File: src/ashp_pkg.sv
/*
  Constants shared by both ends of the strobe-style host bus port.
  Assumes one 250 MHz clock and synchronous pins on both ends.
*/
package ashp_pkg;
  // ---------------------------------------------------------------
  // Bus geometry
  // ---------------------------------------------------------------
  localparam int unsigned DATA_W  = 8;
  localparam int unsigned ADDR_W  = 4;
  localparam int unsigned NUM_REG = 16;
  localparam int unsigned NUM_IRQ = 8;
  // ---------------------------------------------------------------
  // Register indices inside the port
  // ---------------------------------------------------------------
  localparam logic [3:0] REG_MODE_A   = 4'h0;
  localparam logic [3:0] REG_STAT_A   = 4'h1;
  localparam logic [3:0] REG_DATA_A   = 4'h3;
  localparam logic [3:0] REG_IRQ_STAT = 4'h5;
  localparam logic [3:0] REG_IRQ_MASK = 4'h6;
  localparam logic [3:0] REG_MODE_B   = 4'h8;
  localparam logic [3:0] REG_STAT_B   = 4'h9;
  localparam logic [3:0] REG_DATA_B   = 4'hB;
  localparam logic [3:0] REG_OP_CFG   = 4'hD;
  localparam logic [3:0] REG_OP_VAL   = 4'hE;
  // ---------------------------------------------------------------
  // Reset values
  // ---------------------------------------------------------------
  localparam logic [7:0] REG_RST      = 8'h00;
  localparam logic [7:0] PORT_ALL_HI  = 8'hFF;
  localparam logic       LINE_MARK    = 1'b1;
  localparam logic       PTR_FIRST    = 1'b0;
  // Status bit 2 of a channel status register: transmitter idle.
  localparam int unsigned STAT_TX_IDLE = 2;
  // ---------------------------------------------------------------
  // Host controller Wishbone registers
  // ---------------------------------------------------------------
  localparam logic [3:0] WB_CMD   = 4'h0;
  localparam logic [3:0] WB_WDATA = 4'h4;
  localparam logic [3:0] WB_RDATA = 4'h8;
  localparam logic [3:0] WB_STAT  = 4'hC;
  localparam int unsigned CMD_ADDR_LSB = 0;
  localparam int unsigned CMD_WRITE    = 4;
  localparam int unsigned CMD_START    = 8;
  // Strobe low time and gap, with the clock period, in ns; STROBE_CYC gives them in cycles.
  localparam int unsigned STROBE_NS     = 16;
  localparam int unsigned CLK_NS        = 4;
  localparam logic [3:0]  STROBE_CYC    = 4'(STROBE_NS / CLK_NS);
endpackage : ashp_pkg

File: src/ashp_if.sv
/*
  Pin bundle joining the device end and the host end.
  Assumes the bench resolves the shared data wire from both enables.
*/
`timescale 1ns/100ps
interface ashp_if;
  logic       chip_select_n;
  logic       write_strobe_n;
  logic       read_strobe_n;
  logic [3:0] reg_addr;
  logic [7:0] host_bus_host;
  logic       host_bus_host_oe;
  logic [7:0] host_bus_dev;
  logic       host_bus_dev_oe;
  logic [7:0] host_bus_in;
  logic       irq_request_n_oe;
  logic       irq_request_n_in;

  modport device_mp (
    input  chip_select_n, write_strobe_n, read_strobe_n, reg_addr, host_bus_in,
    output host_bus_dev, host_bus_dev_oe, irq_request_n_oe
  );
  modport host_mp (
    output chip_select_n, write_strobe_n, read_strobe_n, reg_addr,
    output host_bus_host, host_bus_host_oe,
    input  host_bus_in, irq_request_n_in
  );
endinterface : ashp_if

File: src/ashp_device.sv
/*
  Device end of the strobe-style host bus port with its register file.
  Assumes strobe pins synchronous to clk_i and a pull-up on the irq wire.
*/
`timescale 1ns/100ps
module ashp_device
  import ashp_pkg::*;
(
  input  wire logic       clk_i,
  input  wire logic       rst_i,
  ashp_if.device_mp       bus,
  input  wire logic       bus_style_i,
  input  wire logic [7:0] irq_event_i,
  input  wire logic       chan_a_serial_in_i,
  input  wire logic       chan_b_serial_in_i,
  output logic            chan_a_serial_out_o,
  output logic            chan_b_serial_out_o,
  output logic [7:0]      gen_out_o,
  output logic            timer_run_o,
  output logic [1:0]      chan_active_o,
  output logic [1:0]      mode_reg_pointer_o
);
  // ---------------------------------------------------------------
  // Strobe edges
  // ---------------------------------------------------------------
  logic wr_fall;
  logic wr_rise;
  logic rd_fall;
  logic rd_rise;

  ashp_edge u_wr_edge (
    .clk_i      (clk_i),
    .rst_i      (rst_i),
    .strobe_n_i (bus.write_strobe_n),
    .fall_o     (wr_fall),
    .rise_o     (wr_rise)
  );
  ashp_edge u_rd_edge (
    .clk_i      (clk_i),
    .rst_i      (rst_i),
    .strobe_n_i (bus.read_strobe_n),
    .fall_o     (rd_fall),
    .rise_o     (rd_rise)
  );

  // ---------------------------------------------------------------
  // State
  // ---------------------------------------------------------------
  logic [7:0] stat_a_q, stat_a_d;
  logic [7:0] stat_b_q, stat_b_d;
  logic [7:0] irq_mask_reg_q, irq_mask_reg_d;
  logic [7:0] irq_status_reg_q, irq_status_reg_d;
  logic [7:0] out_port_value_reg_q, out_port_value_reg_d;
  logic [7:0] out_port_config_reg_q, out_port_config_reg_d;
  logic [7:0] mode_a_q [2], mode_a_d [2];
  logic [7:0] mode_b_q [2], mode_b_d [2];
  logic [1:0] mptr_q, mptr_d;
  logic [7:0] shift_a_q, shift_a_d;
  logic [7:0] shift_b_q, shift_b_d;
  logic [7:0] rx_a_q, rx_a_d;
  logic [7:0] rx_b_q, rx_b_d;
  logic [7:0] rdata_q, rdata_d;
  logic       oe_q, oe_d;
  logic       irq_oe_q, irq_oe_d;
  logic       wr_pend_q, wr_pend_d;
  logic       selected;
  logic       style_ok;

  // Only the strobe style is built; the other bus style ignores the strobes, but the irq output still follows status and mask.
  assign style_ok = bus_style_i;
  assign selected = style_ok & ~bus.chip_select_n;

  function automatic logic [7:0] lsb_shift(input logic [7:0] v, input logic b);
    lsb_shift = {b, v[7:1]};
  endfunction : lsb_shift

  function automatic logic [7:0] reg_read(input logic [3:0] a);
    case (a)
      REG_MODE_A:   reg_read = mode_a_q[mptr_q[0]];
      REG_STAT_A:   reg_read = stat_a_q;
      REG_DATA_A:   reg_read = rx_a_q;
      REG_IRQ_STAT: reg_read = irq_status_reg_q;
      REG_IRQ_MASK: reg_read = irq_mask_reg_q;
      REG_MODE_B:   reg_read = mode_b_q[mptr_q[1]];
      REG_STAT_B:   reg_read = stat_b_q;
      REG_DATA_B:   reg_read = rx_b_q;
      REG_OP_CFG:   reg_read = out_port_config_reg_q;
      REG_OP_VAL:   reg_read = out_port_value_reg_q;
      default:      reg_read = REG_RST;
    endcase
  endfunction : reg_read

  // ---------------------------------------------------------------
  // Next state
  // ---------------------------------------------------------------
  always_comb
  begin
    stat_a_d              = stat_a_q;
    stat_b_d              = stat_b_q;
    irq_mask_reg_d        = irq_mask_reg_q;
    out_port_value_reg_d  = out_port_value_reg_q;
    out_port_config_reg_d = out_port_config_reg_q;
    mode_a_d              = mode_a_q;
    mode_b_d              = mode_b_q;
    mptr_d                = mptr_q;
    shift_a_d             = shift_a_q;
    shift_b_d             = shift_b_q;
    rx_a_d                = lsb_shift(rx_a_q, chan_a_serial_in_i);
    rx_b_d                = lsb_shift(rx_b_q, chan_b_serial_in_i);
    rdata_d               = rdata_q;
    // Hardware events set status bits; the set wins over a same-cycle write.
    irq_status_reg_d      = irq_status_reg_q | irq_event_i;
    wr_pend_d             = wr_pend_q;
    // Data drive is registered: it starts and ends one cycle after select and read strobe are both low.
    oe_d = selected & ~bus.read_strobe_n & ~rd_rise;
    if (selected && rd_fall)
    begin
      rdata_d = reg_read(bus.reg_addr);
      if (bus.reg_addr == REG_MODE_A)
        mptr_d[0] = 1'b1;
      if (bus.reg_addr == REG_MODE_B)
        mptr_d[1] = 1'b1;
    end
    if (selected && !bus.write_strobe_n)
      wr_pend_d = 1'b1;
    if (wr_rise && wr_pend_q)
    begin
      wr_pend_d = 1'b0;
      case (bus.reg_addr)
        REG_MODE_A:
        begin
          mode_a_d[mptr_q[0]] = bus.host_bus_in;
          mptr_d[0]           = 1'b1;
        end
        REG_MODE_B:
        begin
          mode_b_d[mptr_q[1]] = bus.host_bus_in;
          mptr_d[1]           = 1'b1;
        end
        REG_DATA_A:   shift_a_d = bus.host_bus_in;
        REG_DATA_B:   shift_b_d = bus.host_bus_in;
        REG_IRQ_MASK: irq_mask_reg_d = bus.host_bus_in;
        REG_IRQ_STAT: irq_status_reg_d = (irq_status_reg_q & ~bus.host_bus_in) | irq_event_i;
        REG_OP_CFG:   out_port_config_reg_d = bus.host_bus_in;
        REG_OP_VAL:   out_port_value_reg_d = bus.host_bus_in;
        default:      ;
      endcase
    end
    else
    begin
      // Transmit LSB first; an emptied shifter idles at mark.
      shift_a_d = {1'b0, shift_a_q[7:1]};
      shift_b_d = {1'b0, shift_b_q[7:1]};
    end
    stat_a_d[STAT_TX_IDLE] = (shift_a_d == REG_RST);
    stat_b_d[STAT_TX_IDLE] = (shift_b_d == REG_RST);
    irq_oe_d = |(irq_status_reg_d & irq_mask_reg_d);
  end

  // ---------------------------------------------------------------
  // Registers
  // ---------------------------------------------------------------
  always_ff @(posedge clk_i)
  begin
    if (rst_i)
    begin
      stat_a_q              <= REG_RST;
      stat_b_q              <= REG_RST;
      irq_mask_reg_q        <= REG_RST;
      irq_status_reg_q      <= REG_RST;
      out_port_value_reg_q  <= REG_RST;
      out_port_config_reg_q <= REG_RST;
      mode_a_q              <= '{REG_RST, REG_RST};
      mode_b_q              <= '{REG_RST, REG_RST};
      mptr_q                <= {PTR_FIRST, PTR_FIRST};
      shift_a_q             <= REG_RST;
      shift_b_q             <= REG_RST;
      rx_a_q                <= REG_RST;
      rx_b_q                <= REG_RST;
      rdata_q               <= REG_RST;
      oe_q                  <= 1'b0;
      irq_oe_q              <= 1'b0;
      wr_pend_q             <= 1'b0;
      chan_a_serial_out_o   <= LINE_MARK;
      chan_b_serial_out_o   <= LINE_MARK;
      gen_out_o             <= PORT_ALL_HI;
      timer_run_o           <= 1'b0;
      chan_active_o         <= 2'b00;
      mode_reg_pointer_o    <= {PTR_FIRST, PTR_FIRST};
    end
    else
    begin
      stat_a_q              <= stat_a_d;
      stat_b_q              <= stat_b_d;
      irq_mask_reg_q        <= irq_mask_reg_d;
      irq_status_reg_q      <= irq_status_reg_d;
      out_port_value_reg_q  <= out_port_value_reg_d;
      out_port_config_reg_q <= out_port_config_reg_d;
      mode_a_q              <= mode_a_d;
      mode_b_q              <= mode_b_d;
      mptr_q                <= mptr_d;
      shift_a_q             <= shift_a_d;
      shift_b_q             <= shift_b_d;
      rx_a_q                <= rx_a_d;
      rx_b_q                <= rx_b_d;
      rdata_q               <= rdata_d;
      oe_q                  <= oe_d;
      irq_oe_q              <= irq_oe_d;
      wr_pend_q             <= wr_pend_d;
      chan_a_serial_out_o   <= shift_a_d[0] | stat_a_d[STAT_TX_IDLE];
      chan_b_serial_out_o   <= shift_b_d[0] | stat_b_d[STAT_TX_IDLE];
      // Output pins are the inverse of the port value register.
      gen_out_o             <= ~out_port_value_reg_d;
      timer_run_o           <= |out_port_config_reg_d;
      chan_active_o         <= {~stat_b_d[STAT_TX_IDLE], ~stat_a_d[STAT_TX_IDLE]};
      mode_reg_pointer_o    <= mptr_d;
    end
  end

  assign bus.host_bus_dev     = rdata_q;
  assign bus.host_bus_dev_oe  = oe_q;
  assign bus.irq_request_n_oe = irq_oe_q;
endmodule : ashp_device

File: src/ashp_edge.sv
/*
  Strobe edge finder for the device end.
  Assumes its input is already synchronous to clk_i.
*/
`timescale 1ns/100ps
module ashp_edge
  import ashp_pkg::*;
(
  input  wire logic clk_i,
  input  wire logic rst_i,
  input  wire logic strobe_n_i,
  output logic      fall_o,
  output logic      rise_o
);
  logic prev_q;
  logic prev_d;

  always_comb
  begin
    prev_d = strobe_n_i;
  end

  always_ff @(posedge clk_i)
  begin
    if (rst_i)
      prev_q <= 1'b1;
    else
      prev_q <= prev_d;
  end

  assign fall_o = prev_q & ~strobe_n_i;
  assign rise_o = ~prev_q & strobe_n_i;
endmodule : ashp_edge

File: src/flat_wrapper.sv
// flat-port wrapper written by rule: the top's interface ports become plain ports
module ashp_device_flat import ashp_pkg::*;
  (clk_i, rst_i, bus_style_i, irq_event_i, chan_a_serial_in_i, chan_b_serial_in_i, chan_a_serial_out_o, chan_b_serial_out_o, gen_out_o, timer_run_o, chan_active_o, mode_reg_pointer_o, bus_chip_select_n, bus_write_strobe_n, bus_read_strobe_n, bus_reg_addr, bus_host_bus_in, bus_host_bus_dev, bus_host_bus_dev_oe, bus_irq_request_n_oe);
  ashp_if bus_i ();
  input  wire logic clk_i;
  input  wire logic rst_i;
  input  wire logic bus_style_i;
  input  wire logic [7:0] irq_event_i;
  input  wire logic chan_a_serial_in_i;
  input  wire logic chan_b_serial_in_i;
  output logic chan_a_serial_out_o;
  output logic chan_b_serial_out_o;
  output logic [7:0] gen_out_o;
  output logic timer_run_o;
  output logic [1:0] chan_active_o;
  output logic [1:0] mode_reg_pointer_o;
  input wire logic [$bits(bus_i.chip_select_n)-1:0] bus_chip_select_n;
  input wire logic [$bits(bus_i.write_strobe_n)-1:0] bus_write_strobe_n;
  input wire logic [$bits(bus_i.read_strobe_n)-1:0] bus_read_strobe_n;
  input wire logic [$bits(bus_i.reg_addr)-1:0] bus_reg_addr;
  input wire logic [$bits(bus_i.host_bus_in)-1:0] bus_host_bus_in;
  output wire logic [$bits(bus_i.host_bus_dev)-1:0] bus_host_bus_dev;
  output wire logic [$bits(bus_i.host_bus_dev_oe)-1:0] bus_host_bus_dev_oe;
  output wire logic [$bits(bus_i.irq_request_n_oe)-1:0] bus_irq_request_n_oe;
  assign bus_i.chip_select_n = bus_chip_select_n;
  assign bus_i.write_strobe_n = bus_write_strobe_n;
  assign bus_i.read_strobe_n = bus_read_strobe_n;
  assign bus_i.reg_addr = bus_reg_addr;
  assign bus_i.host_bus_in = bus_host_bus_in;
  assign bus_host_bus_dev = bus_i.host_bus_dev;
  assign bus_host_bus_dev_oe = bus_i.host_bus_dev_oe;
  assign bus_irq_request_n_oe = bus_i.irq_request_n_oe;
  ashp_device u_core (.clk_i(clk_i), .rst_i(rst_i), .bus(bus_i), .bus_style_i(bus_style_i), .irq_event_i(irq_event_i), .chan_a_serial_in_i(chan_a_serial_in_i), .chan_b_serial_in_i(chan_b_serial_in_i), .chan_a_serial_out_o(chan_a_serial_out_o), .chan_b_serial_out_o(chan_b_serial_out_o), .gen_out_o(gen_out_o), .timer_run_o(timer_run_o), .chan_active_o(chan_active_o), .mode_reg_pointer_o(mode_reg_pointer_o));
endmodule
File: config.mk
export PLATFORM = sky130hd
export DESIGN_NAME = ashp_device_flat
export DESIGN_NICKNAME = d
export VERILOG_FILES = /design/src/ashp_pkg.sv /design/src/ashp_if.sv /design/src/ashp_device.sv /design/src/ashp_edge.sv /design/src/flat_wrapper.sv
export SDC_FILE = /design/constraint.sdc
export NUM_CORES = 1
export LEC_CHECK = 0
export ABC_CLOCK_PERIOD_IN_PS = 1800
export BUFFER_PORTS_ARGS = -buffer_cell sky130_fd_sc_hd__buf_2
export CAP_MARGIN = 40
export CELL_PAD_IN_SITES_DETAIL_PLACEMENT = 1
export CELL_PAD_IN_SITES_GLOBAL_PLACEMENT = 1
export CORE_MARGIN = 2
export CORE_UTILIZATION = 41
export CTS_CLUSTER_DIAMETER = 80
export DETAILED_ROUTE_END_ITERATION = 12
export MAX_ROUTING_LAYER = met4
export PLACE_DENSITY = 0.72
export SETUP_SLACK_MARGIN = 0.15
export SLEW_MARGIN = 20
export SYNTH_ARGS = -nofsm -noshare
export SYNTH_HDL_FRONTEND = slang
export SYNTH_HIERARCHICAL = 1
export SYNTH_SLANG_ARGS = --single-unit
File: constraint.sdc
create_clock -name clk_i -period 1.8 [get_ports clk_i]
set_input_delay 0.18 -clock clk_i [delete_from_list [all_inputs] [get_ports clk_i]]
set_output_delay 0.18 -clock clk_i [all_outputs]
set_load 0.1 [all_outputs]
# Word-level counts from Yosys, hierarchy flattened

Index checks and enable logic that the tools add are counted.

Bitwise gates (word level): 23
Reductions and logical operators: 14
Multiplexer cells: 31
Magnitude comparators: 4
Equal/unequal tests: 9

Operators by type and width:

| cell                 | count |
|---|---|
| $mux W8              | 20 |
| $pmux W8 S10         | 1 |
| $bwmux W16           | 2 |
| $eq A4 B4 Y1 const B | 5 |
| $and A8 B8 Y8        | 2 |
| $demux W8 S1         | 2 |
| $logic_not A8 Y1     | 2 |
| $not A8 Y8           | 2 |
| $or A8 B8 Y8         | 2 |
| $reduce_or A8 Y1     | 2 |
| $eq A4 B3 Y1 const B | 2 |
| $not A1 Y1           | 7 |
| $and A1 B1 Y1        | 6 |
| $logic_and A1 B1 Y1  | 5 |
| $eq A4 B1 Y1 const B | 1 |
| $eq A4 B2 Y1 const B | 1 |
| $ge A2 B2 Y1 const B | 2 |
| $logic_not A4 Y1     | 1 |
| $lt A2 B1 Y1 const B | 2 |
| $mux W1              | 4 |
| $mux W2              | 2 |
| $not A1 Y2           | 2 |
| $reduce_and A2 Y1    | 2 |
| $or A1 B1 Y1         | 2 |
| 2 further kinds      | 2 |

Bits in registers: 126
Output and inout bits: 25
Input port bits: 28
Logic and storage cells: 107

# Depth between registers and ports, before layout

Gate-level depths: netlist of run 1.

Word-level depth: 7
Depth in mapped cells: 8
Depth with buffers taken out: 6

# Hierarchy

The synthesis of run 1 kept the hierarchy.

By module, submodules not included:

| module      | cells each | area each (sq um) | times used | seq. area each (sq um) |
|---|---|---|---|---|
| ashp_device | 585        | 5345.1            | 1          | 2482.4 |
| ashp_edge   | 4          | 40.0              | 2          | 20.0 |

# Worst setup path after synthesis of run 1

OpenSTA, ideal clock, no wires.

Path kind: register -> register
Start point: reg u_core.mptr_q[1]
End point: reg u_core.rdata_q[2], in the netlist u_core/bus.host_bus_dev[2]
Cell stages (with the launch flop): 6
Library setup time: 0.132 ns
Path buffers: 1
Clock period less this slack: 2.237 ns
Path slack: -0.437 ns
Required time: 1.668 ns
Arrival: 2.105 ns
Cells stage by stage: dfxtp_1 buf_1 mux2i_1 o221ai_1 o31ai_1 a21oi_1

Word-level cells in the longest chain between the ends: 5

RTL lines:

| item                                       | line               | RTL |
|---|---|---|
| from (decl)                                | ashp_device.sv:57  | `logic [1:0] mptr_q, mptr_d;` |
| from (signal assigned)                     | ashp_device.sv:175 | `mptr_q <= {PTR_FIRST, PTR_FIRST};` |
| from (signal assigned)                     | ashp_device.sv:201 | `mptr_q <= mptr_d;` |
| $not A1 Y2 (implied by the code)           | ashp_device.sv:84  | `REG_MODE_B: reg_read = mode_b_q[mptr_q[1]];` |
| $mux W8 (implied by the code) (3 in a row) | ashp_device.sv:84  |  |
| $pmux W8 S10                               | ashp_device.sv:78  | `case (a)` |
| to (signal assigned)                       | ashp_device.sv:206 | `rdata_q <= rdata_d;` |
| to (decl)                                  | ashp_device.sv:62  | `logic [7:0] rdata_q, rdata_d;` |

Every way passes these cells. The select of a mux whose other input is x is not followed.
A chain may end at the register's enable or synchronous reset.

# Final worst setup path of run 1

Start point: reg u_core.u_wr_edge.prev_q
End point: reg u_core.irq_oe_q, in the netlist u_core/bus.irq_request_n_oe

Word-level cells in the longest chain between the ends: 6
Elaborated cells on any way between the ends: 7
Classes of those cells: mux (2); bitwise (3); reduce/logical (2)

RTL lines:

| item                     | line               | RTL |
|---|---|---|
| from (decl)              | ashp_edge.sv:15    | `logic prev_q;` |
| from (signal assigned)   | ashp_edge.sv:28    | `prev_q <= prev_d;` |
| $not A1 Y1 *             | ashp_edge.sv:32    | `assign rise_o = ~prev_q & strobe_n_i;` |
| $and A1 B1 Y1 *          | ashp_edge.sv:32    |  |
| named net u_core.wr_rise | ashp_device.sv:27  | `logic wr_rise;` |
| $logic_and A1 B1 Y1 *    | ashp_device.sv:126 | `if (wr_rise && wr_pend_q)` |
| $mux W8                  | ashp_device.sv:126 |  |
| $and A8 B8 Y8 *          | ashp_device.sv:157 | `irq_oe_d = \|(irq_status_reg_d & irq_mask_reg_d);` |
| $reduce_or A8 Y1 *       | ashp_device.sv:157 |  |
| to (signal assigned)     | ashp_device.sv:208 | `irq_oe_q <= irq_oe_d;` |
| to (decl)                | ashp_device.sv:64  | `logic irq_oe_q, irq_oe_d;` |

Mark *: on every way through the listed nets, which the timed path passes. The rest lies on a longest branch.

==> results.cfg, run 1 <==
[floorplanning]
fp.dieArea_sq_mm = 0.01415
die_x_microns = 119.0
core_sq_mm = 0.01277
die_h_microns = 119.0
ios = 53
start_util = 0.4241
std_cell_rows = 41

[route]
routed_wl_microns = 19170
post_drt_wl_per_cell_microns = 21.71
drtAntennaViolNets = 0
drc = 0
via_count = 5027
via_per_inst = 5.693
dr.first_iter.drc_count = 383
drtPass1Iterations = 5

[clock_tree]
clock_sinks = 126
root_buffer = clkbuf_16
cts_tree = done
htree_levels = 4
cts_buffers = 17
path_clk_slew_ns = 0.05
clkLatencyLatePin_ns = 0.42
clockBufferDepth = 2

[global_route]
grt_overflow = 0
first_global_vias = 5122
grt.total_usage = 0.2664
grt_max_degree = 75
grt_pass1_wl_microns = 27730
antenna_found_initial = 0

[placement]
gp_congestion = 0.8695
placed_cells = 833
io_buffers = 52
dp.final_hpwl_microns = 11960

[hold_path]
min_path_type = in2reg

[layout]
syn2layout_area_growth_pct = 35.15
fillCellCount = 1412
n_antenna_cell = 0
layout-drive-gt1-share = 0.3052
fin_cells = 883
nNetsFinal = 728

[synth]
post_synth.cell_area_avg_sq_um = 9.152
syn_area_sq_mm = 0.005418
syn-num-nets = 620
synthCells = 592
ys_warn_count = 6

[sta]
drv_slew = 0
tns_ns = -0.3067
fin_crit_ns = 2.002
fin_crit_sh = 1.112
rsz0062_at_grt = yes
slew_headroom = 0.3983
tightest_slew_ns = 0.9007
setup_viol = 4
clock-skew-final_ns = 0.007760
holdWs_ns = 0.07064
fin_ws_ns = -0.2024
hold_viol = 0
max_freq_mhz = 499.4

[power_and_ir_drop]
p_leak_nw = 2.812
powerDensity_mw_per_mm2 = 908.9
peakVddDrop_mv = 0.6117

[worst_setup_path]
critical_path_class = reg2reg
arrival_ns = 2.30
worstSetupEndpointType = register
cp_max_fo = 8
worst_ep_required_time_ns = 2.10
critPathLaunchType = register

[run_status]
status = complete, but fails checks
violations = setup timing

[job]
cap_viol_max_count = 0
[final cells by class]
| type | count | area, sq um | share of cell area |
|---|---|---|---|
| flip-flops and latches | 126 | 2530 | 0.3455 |
| well taps | 172 | 215.2 | 0.02939 |
| inverters | 10 | 37.54 | 0.005126 |
| multi-input cells | 412 | 2990 | 0.4084 |
| clock buffers | 23 | 467.9 | 0.06391 |
| repair buffers | 133 | 992.2 | 0.1355 |
| clock inverters | 7 | 88.84 | 0.01213 |
[per-stage QoR]
step	total power, mW	utilization	cell area, sq um	setup WS [ns]
after floorplan	3.139	-	5444	-0.1109
after global placement	3.313	0.4883	6237	-0.1021
after detailed placement	3.322	0.4883	6237	-0.1001
after CTS	6.621	0.5491	7014	-0.01442
after global routing	6.842	0.5732	7322	-0.3111
final	6.655	0.5732	7322	-0.2024
[final timing paths]
path	start	to	slack, ns	cells past startpoint
setup reg to reg	u_core/u_wr_edge/prev_q	u_core/bus.irq_request_n_oe	-0.20	8
setup / recovery	u_core/u_wr_edge/prev_q	u_core/bus.irq_request_n_oe	-0.20	8
hold / removal	bus_write_strobe_n	u_core/u_wr_edge/prev_q	0.07	3
hold reg to reg	u_core/rx_a_q[4]	u_core/rx_a_q[3]	0.46	1
[where the power goes]
| part | switching (mW) | internal (mW) | leakage, nW |
|---|---|---|---|
| registers | 0.0313 | 2.82 | 1.02 |
| clock network | 1.22 | 2.08 | 0.277 |
| logic | 0.325 | 0.169 | 1.51 |
| total | 1.58 | 5.08 | 2.81 |
[critical path: stages (launching register included)]
cell,delay [ns]
dfxtp_1,0.30
nor2b_1,0.11
buf_4,0.17
and4b_1,0.25
buf_6,0.19
nand3_1,0.14
a21oi_2,0.20
o22ai_1,0.11
o41a_1,0.41
[sequential cells by signal (all words and copies together), names as in the netlist, 2 cells and up, named ones only]
register,count
u_core/shift_b_q,8
u_core/mode_b_q,16
u_core/rx_b_q,8
u_core/mode_a_q,16
u_core/irq_status_reg_q,8
u_core/chan_active_o,2
u_core/out_port_config_reg_q,8
u_core/irq_mask_reg_q,8
u_core/rx_a_q,8
u_core/gen_out_o,8
u_core/shift_a_q,8
u_core/bus.host_bus_dev,8
u_core/out_port_value_reg_q,8
[per-layer routing]
layer | GRT usage | wire length (microns) | vias to the layer above
met3 | 0.06849 | 722 | 53
met5 | - | 0 | -
met1 | 0.3058 | 8069 | 2548
met4 | 0.1213 | 654 | 0
li1 | - | - | 2297
met2 | 0.4379 | 9723 | 129
[what timing repair did]
action,in CTS,in global routing
hold endpoints to repair,6,0
hold buffers,5,0
pin swaps,12,15
endpoints found under the setup margin,45,61
gates resized for setup,31,48
buffers inserted,4,11
[placed cells by master (no fill, tap or decap), drive strengths merged, types with 10 or more instances in the layout]
cell type,count
nor2,84
nand3,12
or2,10
nand2,60
o21ai,14
a311oi,12
a21oi,28
dfxtp,126
inv,10
buf,128
nor2b,23
nor3,12
mux2i,82
o22ai,10
clkbuf,23
(Power assumes the default switching activity.)
==> run 2, diff against run 1 <==
CORE_MARGIN = 10   (was 2)
CTS_CLUSTER_DIAMETER = default   (was 80)
==> run 2 against run 1 <==
  * The run still ends with setup timing left
  * Utilization shrank 0.24 points
  * Flip-flop and latch count did not move
  * Worst setup slack improved by 0.073 ns
  * Maximum frequency rose by 3.8%
  * Clock skew is 0.0010 ns lower
  * Clock-buffer cell count decreased by 3
  * Largest power group unchanged
==> results.cfg, run 2 (synthesized netlist as in run 1, its figures left out) <==
[run_status]
status = complete, but fails checks
violations = setup timing

[power_and_ir_drop]
p_comb_frac = 0.070
p_int_mw = 5.111
p_leak_nw = 2.780
seqPwrFrac = 0.421
peakVddDrop_mv = 0.7015
netSwitchingPower_mw = 1.656
clkPwrFrac = 0.509
power.share.switching = 0.2447
powerDensity_mw_per_mm2 = 928.1
finalPower_mw = 6.767

[floorplanning]
fp.dieArea_sq_mm = 0.01821
start_util = 0.4241
die_h_microns = 135.0
core_sq_mm = 0.01277
ios = 53
die_x_microns = 135.0
std_cell_rows = 41

[clock_tree]
cts_tree = done
path_clk_slew_ns = 0.06
root_buffer = clkbuf_16
cts_buffers = 17
clkLatencyLatePin_ns = 0.42
clockBufferDepth = 2
clock_sinks = 126
htree_levels = 4

[placement]
io_buffers = 52
placed_area_sq_mm = 0.006232
dp.final_hpwl_microns = 12050
placed_cells = 829
gp_congestion = 0.8819

[hold_path]
min_path_type = in2reg
hold_depth = 3
hp-start = bus_write_strobe_n
hold_end = u_core/u_wr_edge/prev_q

[layout]
fin_cells = 881
syn2layout_area_growth_pct = 34.57
layout-drive-gt1-share = 0.2906
nNetsFinal = 724
final_common_cell = dfxtp_1
regArea_sq_mm = 0.002531
n_antenna_cell = 0
reg_top3 = u_core/mode_a_q x16, u_core/mode_b_q x16
fillCellCount = 1432
layout_common_cells = dfxtp_1, nor2_1, mux2i_1
multiInputGateArea_sq_mm = 0.002945
finalInstanceArea_sq_mm = 0.007291

[worst_setup_path]
path_cells = nor2b_1 -> buf_4 -> and4b_1 -> buf_6 -> nand3_1 -> a21oi_2 -> o22ai_2 -> o41a_1
crit_family = compound AO/OA/AOI/OAI gates
worstSetupEndpointType = register
cp_max_fo = 8
critical_path_class = reg2reg
worst-path-buf-inv = 2
r2r_slack_ns = -0.13
rr_endpoint = u_core/bus.irq_request_n_oe
critPathLaunchType = register
arrival_ns = 2.24
rr_worst_depth = 8
critical_path.max_stage_delay_ns = 0.38
r2r-start = u_core/u_wr_edge/prev_q
worst-path-stages = 8
worst_ep_required_time_ns = 2.11
slowest_stage = o41a_1

[sta]
hold_viol = 0
setup_viol = 4
rsz0062_at_grt = yes
tightest_slew_ns = 0.5697
fin_crit_ns = 1.930
fin_ws_ns = -0.1297
clock-skew-final_ns = 0.006752
drv_slew = 0
max_freq_mhz = 518.2
fin_crit_sh = 1.072
slew_headroom = 0.6202

[global_route]
grt.total_usage = 0.2111
grt_pass1_wl_microns = 29020
antenna_found_initial = 0
grt_max_degree = 53
first_global_vias = 5271
grt_overflow = 0

[route]
drc = 0
via_count = 4885
drtAntennaViolNets = 0
routed_wl_microns = 18820
drtPass1Iterations = 5
dr.first_iter.drc_count = 358
via_per_inst = 5.545
post_drt_wl_per_cell_microns = 21.36

[job]
cap_viol_max_count = 0
run 2: changes by cell type in the layout (fill, tap and decap cells not counted), moves of 4 or more:
cell        before  now
mux2i_1         63   69
mux2i_2         13    3
mux2i_4          6   10
buf_4           61   56
nand3_1          4    8
clkinvlp_4       0    4
run 2: worst register-to-register path: cells and delay by family (launching register included):
family	cells	cell delay (ns)
DFF	1	0.32
and+or+nand+nor	3	0.44
buffers and inverters	2	0.33
AOI/OAI and AO/OA	3	0.73
run 2: final cells by class:
class	instances	share of cell area
clock buffers	20	0.06281
clock inverters	12	0.01853
inverters	10	0.005148
multi-input cells	412	0.4040
flip-flops and latches	126	0.3472
well taps	172	0.02952
repair buffers	129	0.1328
run 2: worst max path at each step:
stage	startpoint	to	slack, ns
after global routing	u_core/u_wr_edge/prev_q	u_core/bus.irq_request_n_oe	-0.21
final	u_core/u_wr_edge/prev_q	u_core/bus.irq_request_n_oe	-0.13
after floorplan	u_core/u_wr_edge/prev_q	u_core/bus.irq_request_n_oe	-0.11
after global placement	bus_write_strobe_n	u_core/bus.irq_request_n_oe	-0.04
after detailed placement	bus_write_strobe_n	u_core/bus.irq_request_n_oe	-0.12
after CTS	u_core/u_wr_edge/prev_q	u_core/bus.irq_request_n_oe	-0.09
run 2: per-layer routing:
layer  track usage  vias to the layer above  part of all wire
li1              -                     2284                 -
met5             -                        -                 0
met2        0.3563                      149              0.52
met4       0.09629                        0             0.021
met1        0.2335                     2420              0.41
met3       0.04711                       32             0.049
run 2: power by group through the flow:
| stage | Clock (mW) | Combinational [mW] | Sequential (mW) |
|---|---|---|---|
| final | 3.44 | 0.471 | 2.85 |
| after global routing | 3.61 | 0.499 | 2.85 |
| after CTS | 3.48 | 0.449 | 2.85 |
| after detailed placement | 0 | 0.419 | 2.91 |
| after global placement | 0 | 0.410 | 2.91 |
| after floorplan | 0 | 0.202 | 2.94 |
run 2: repair_timing:
item / CTS / global route
hold endpoints to repair: 7 / 0
setup buffers: 6 / 8
resized for setup: 35 / 27
pin swaps: 16 / 19
hold buffers: 6 / 0
endpoints found under the setup margin: 39 / 68
run 2: stage by stage:
step / setup slack [ns] / utilization / hold slack, ns / TNS, ns
finish: -0.1297 / 0.5708 / 0.06075 / -0.3187
global placement: -0.04016 / 0.4879 / 0.3806 / -0.04016
detailed placement: -0.1153 / 0.4879 / 0.3873 / -0.1671
CTS: -0.09300 / 0.5568 / 0.02741 / -0.1214
floorplan: -0.1109 / - / 0.2578 / -0.1109
global route: -0.2091 / 0.5708 / 0.06313 / -1.767
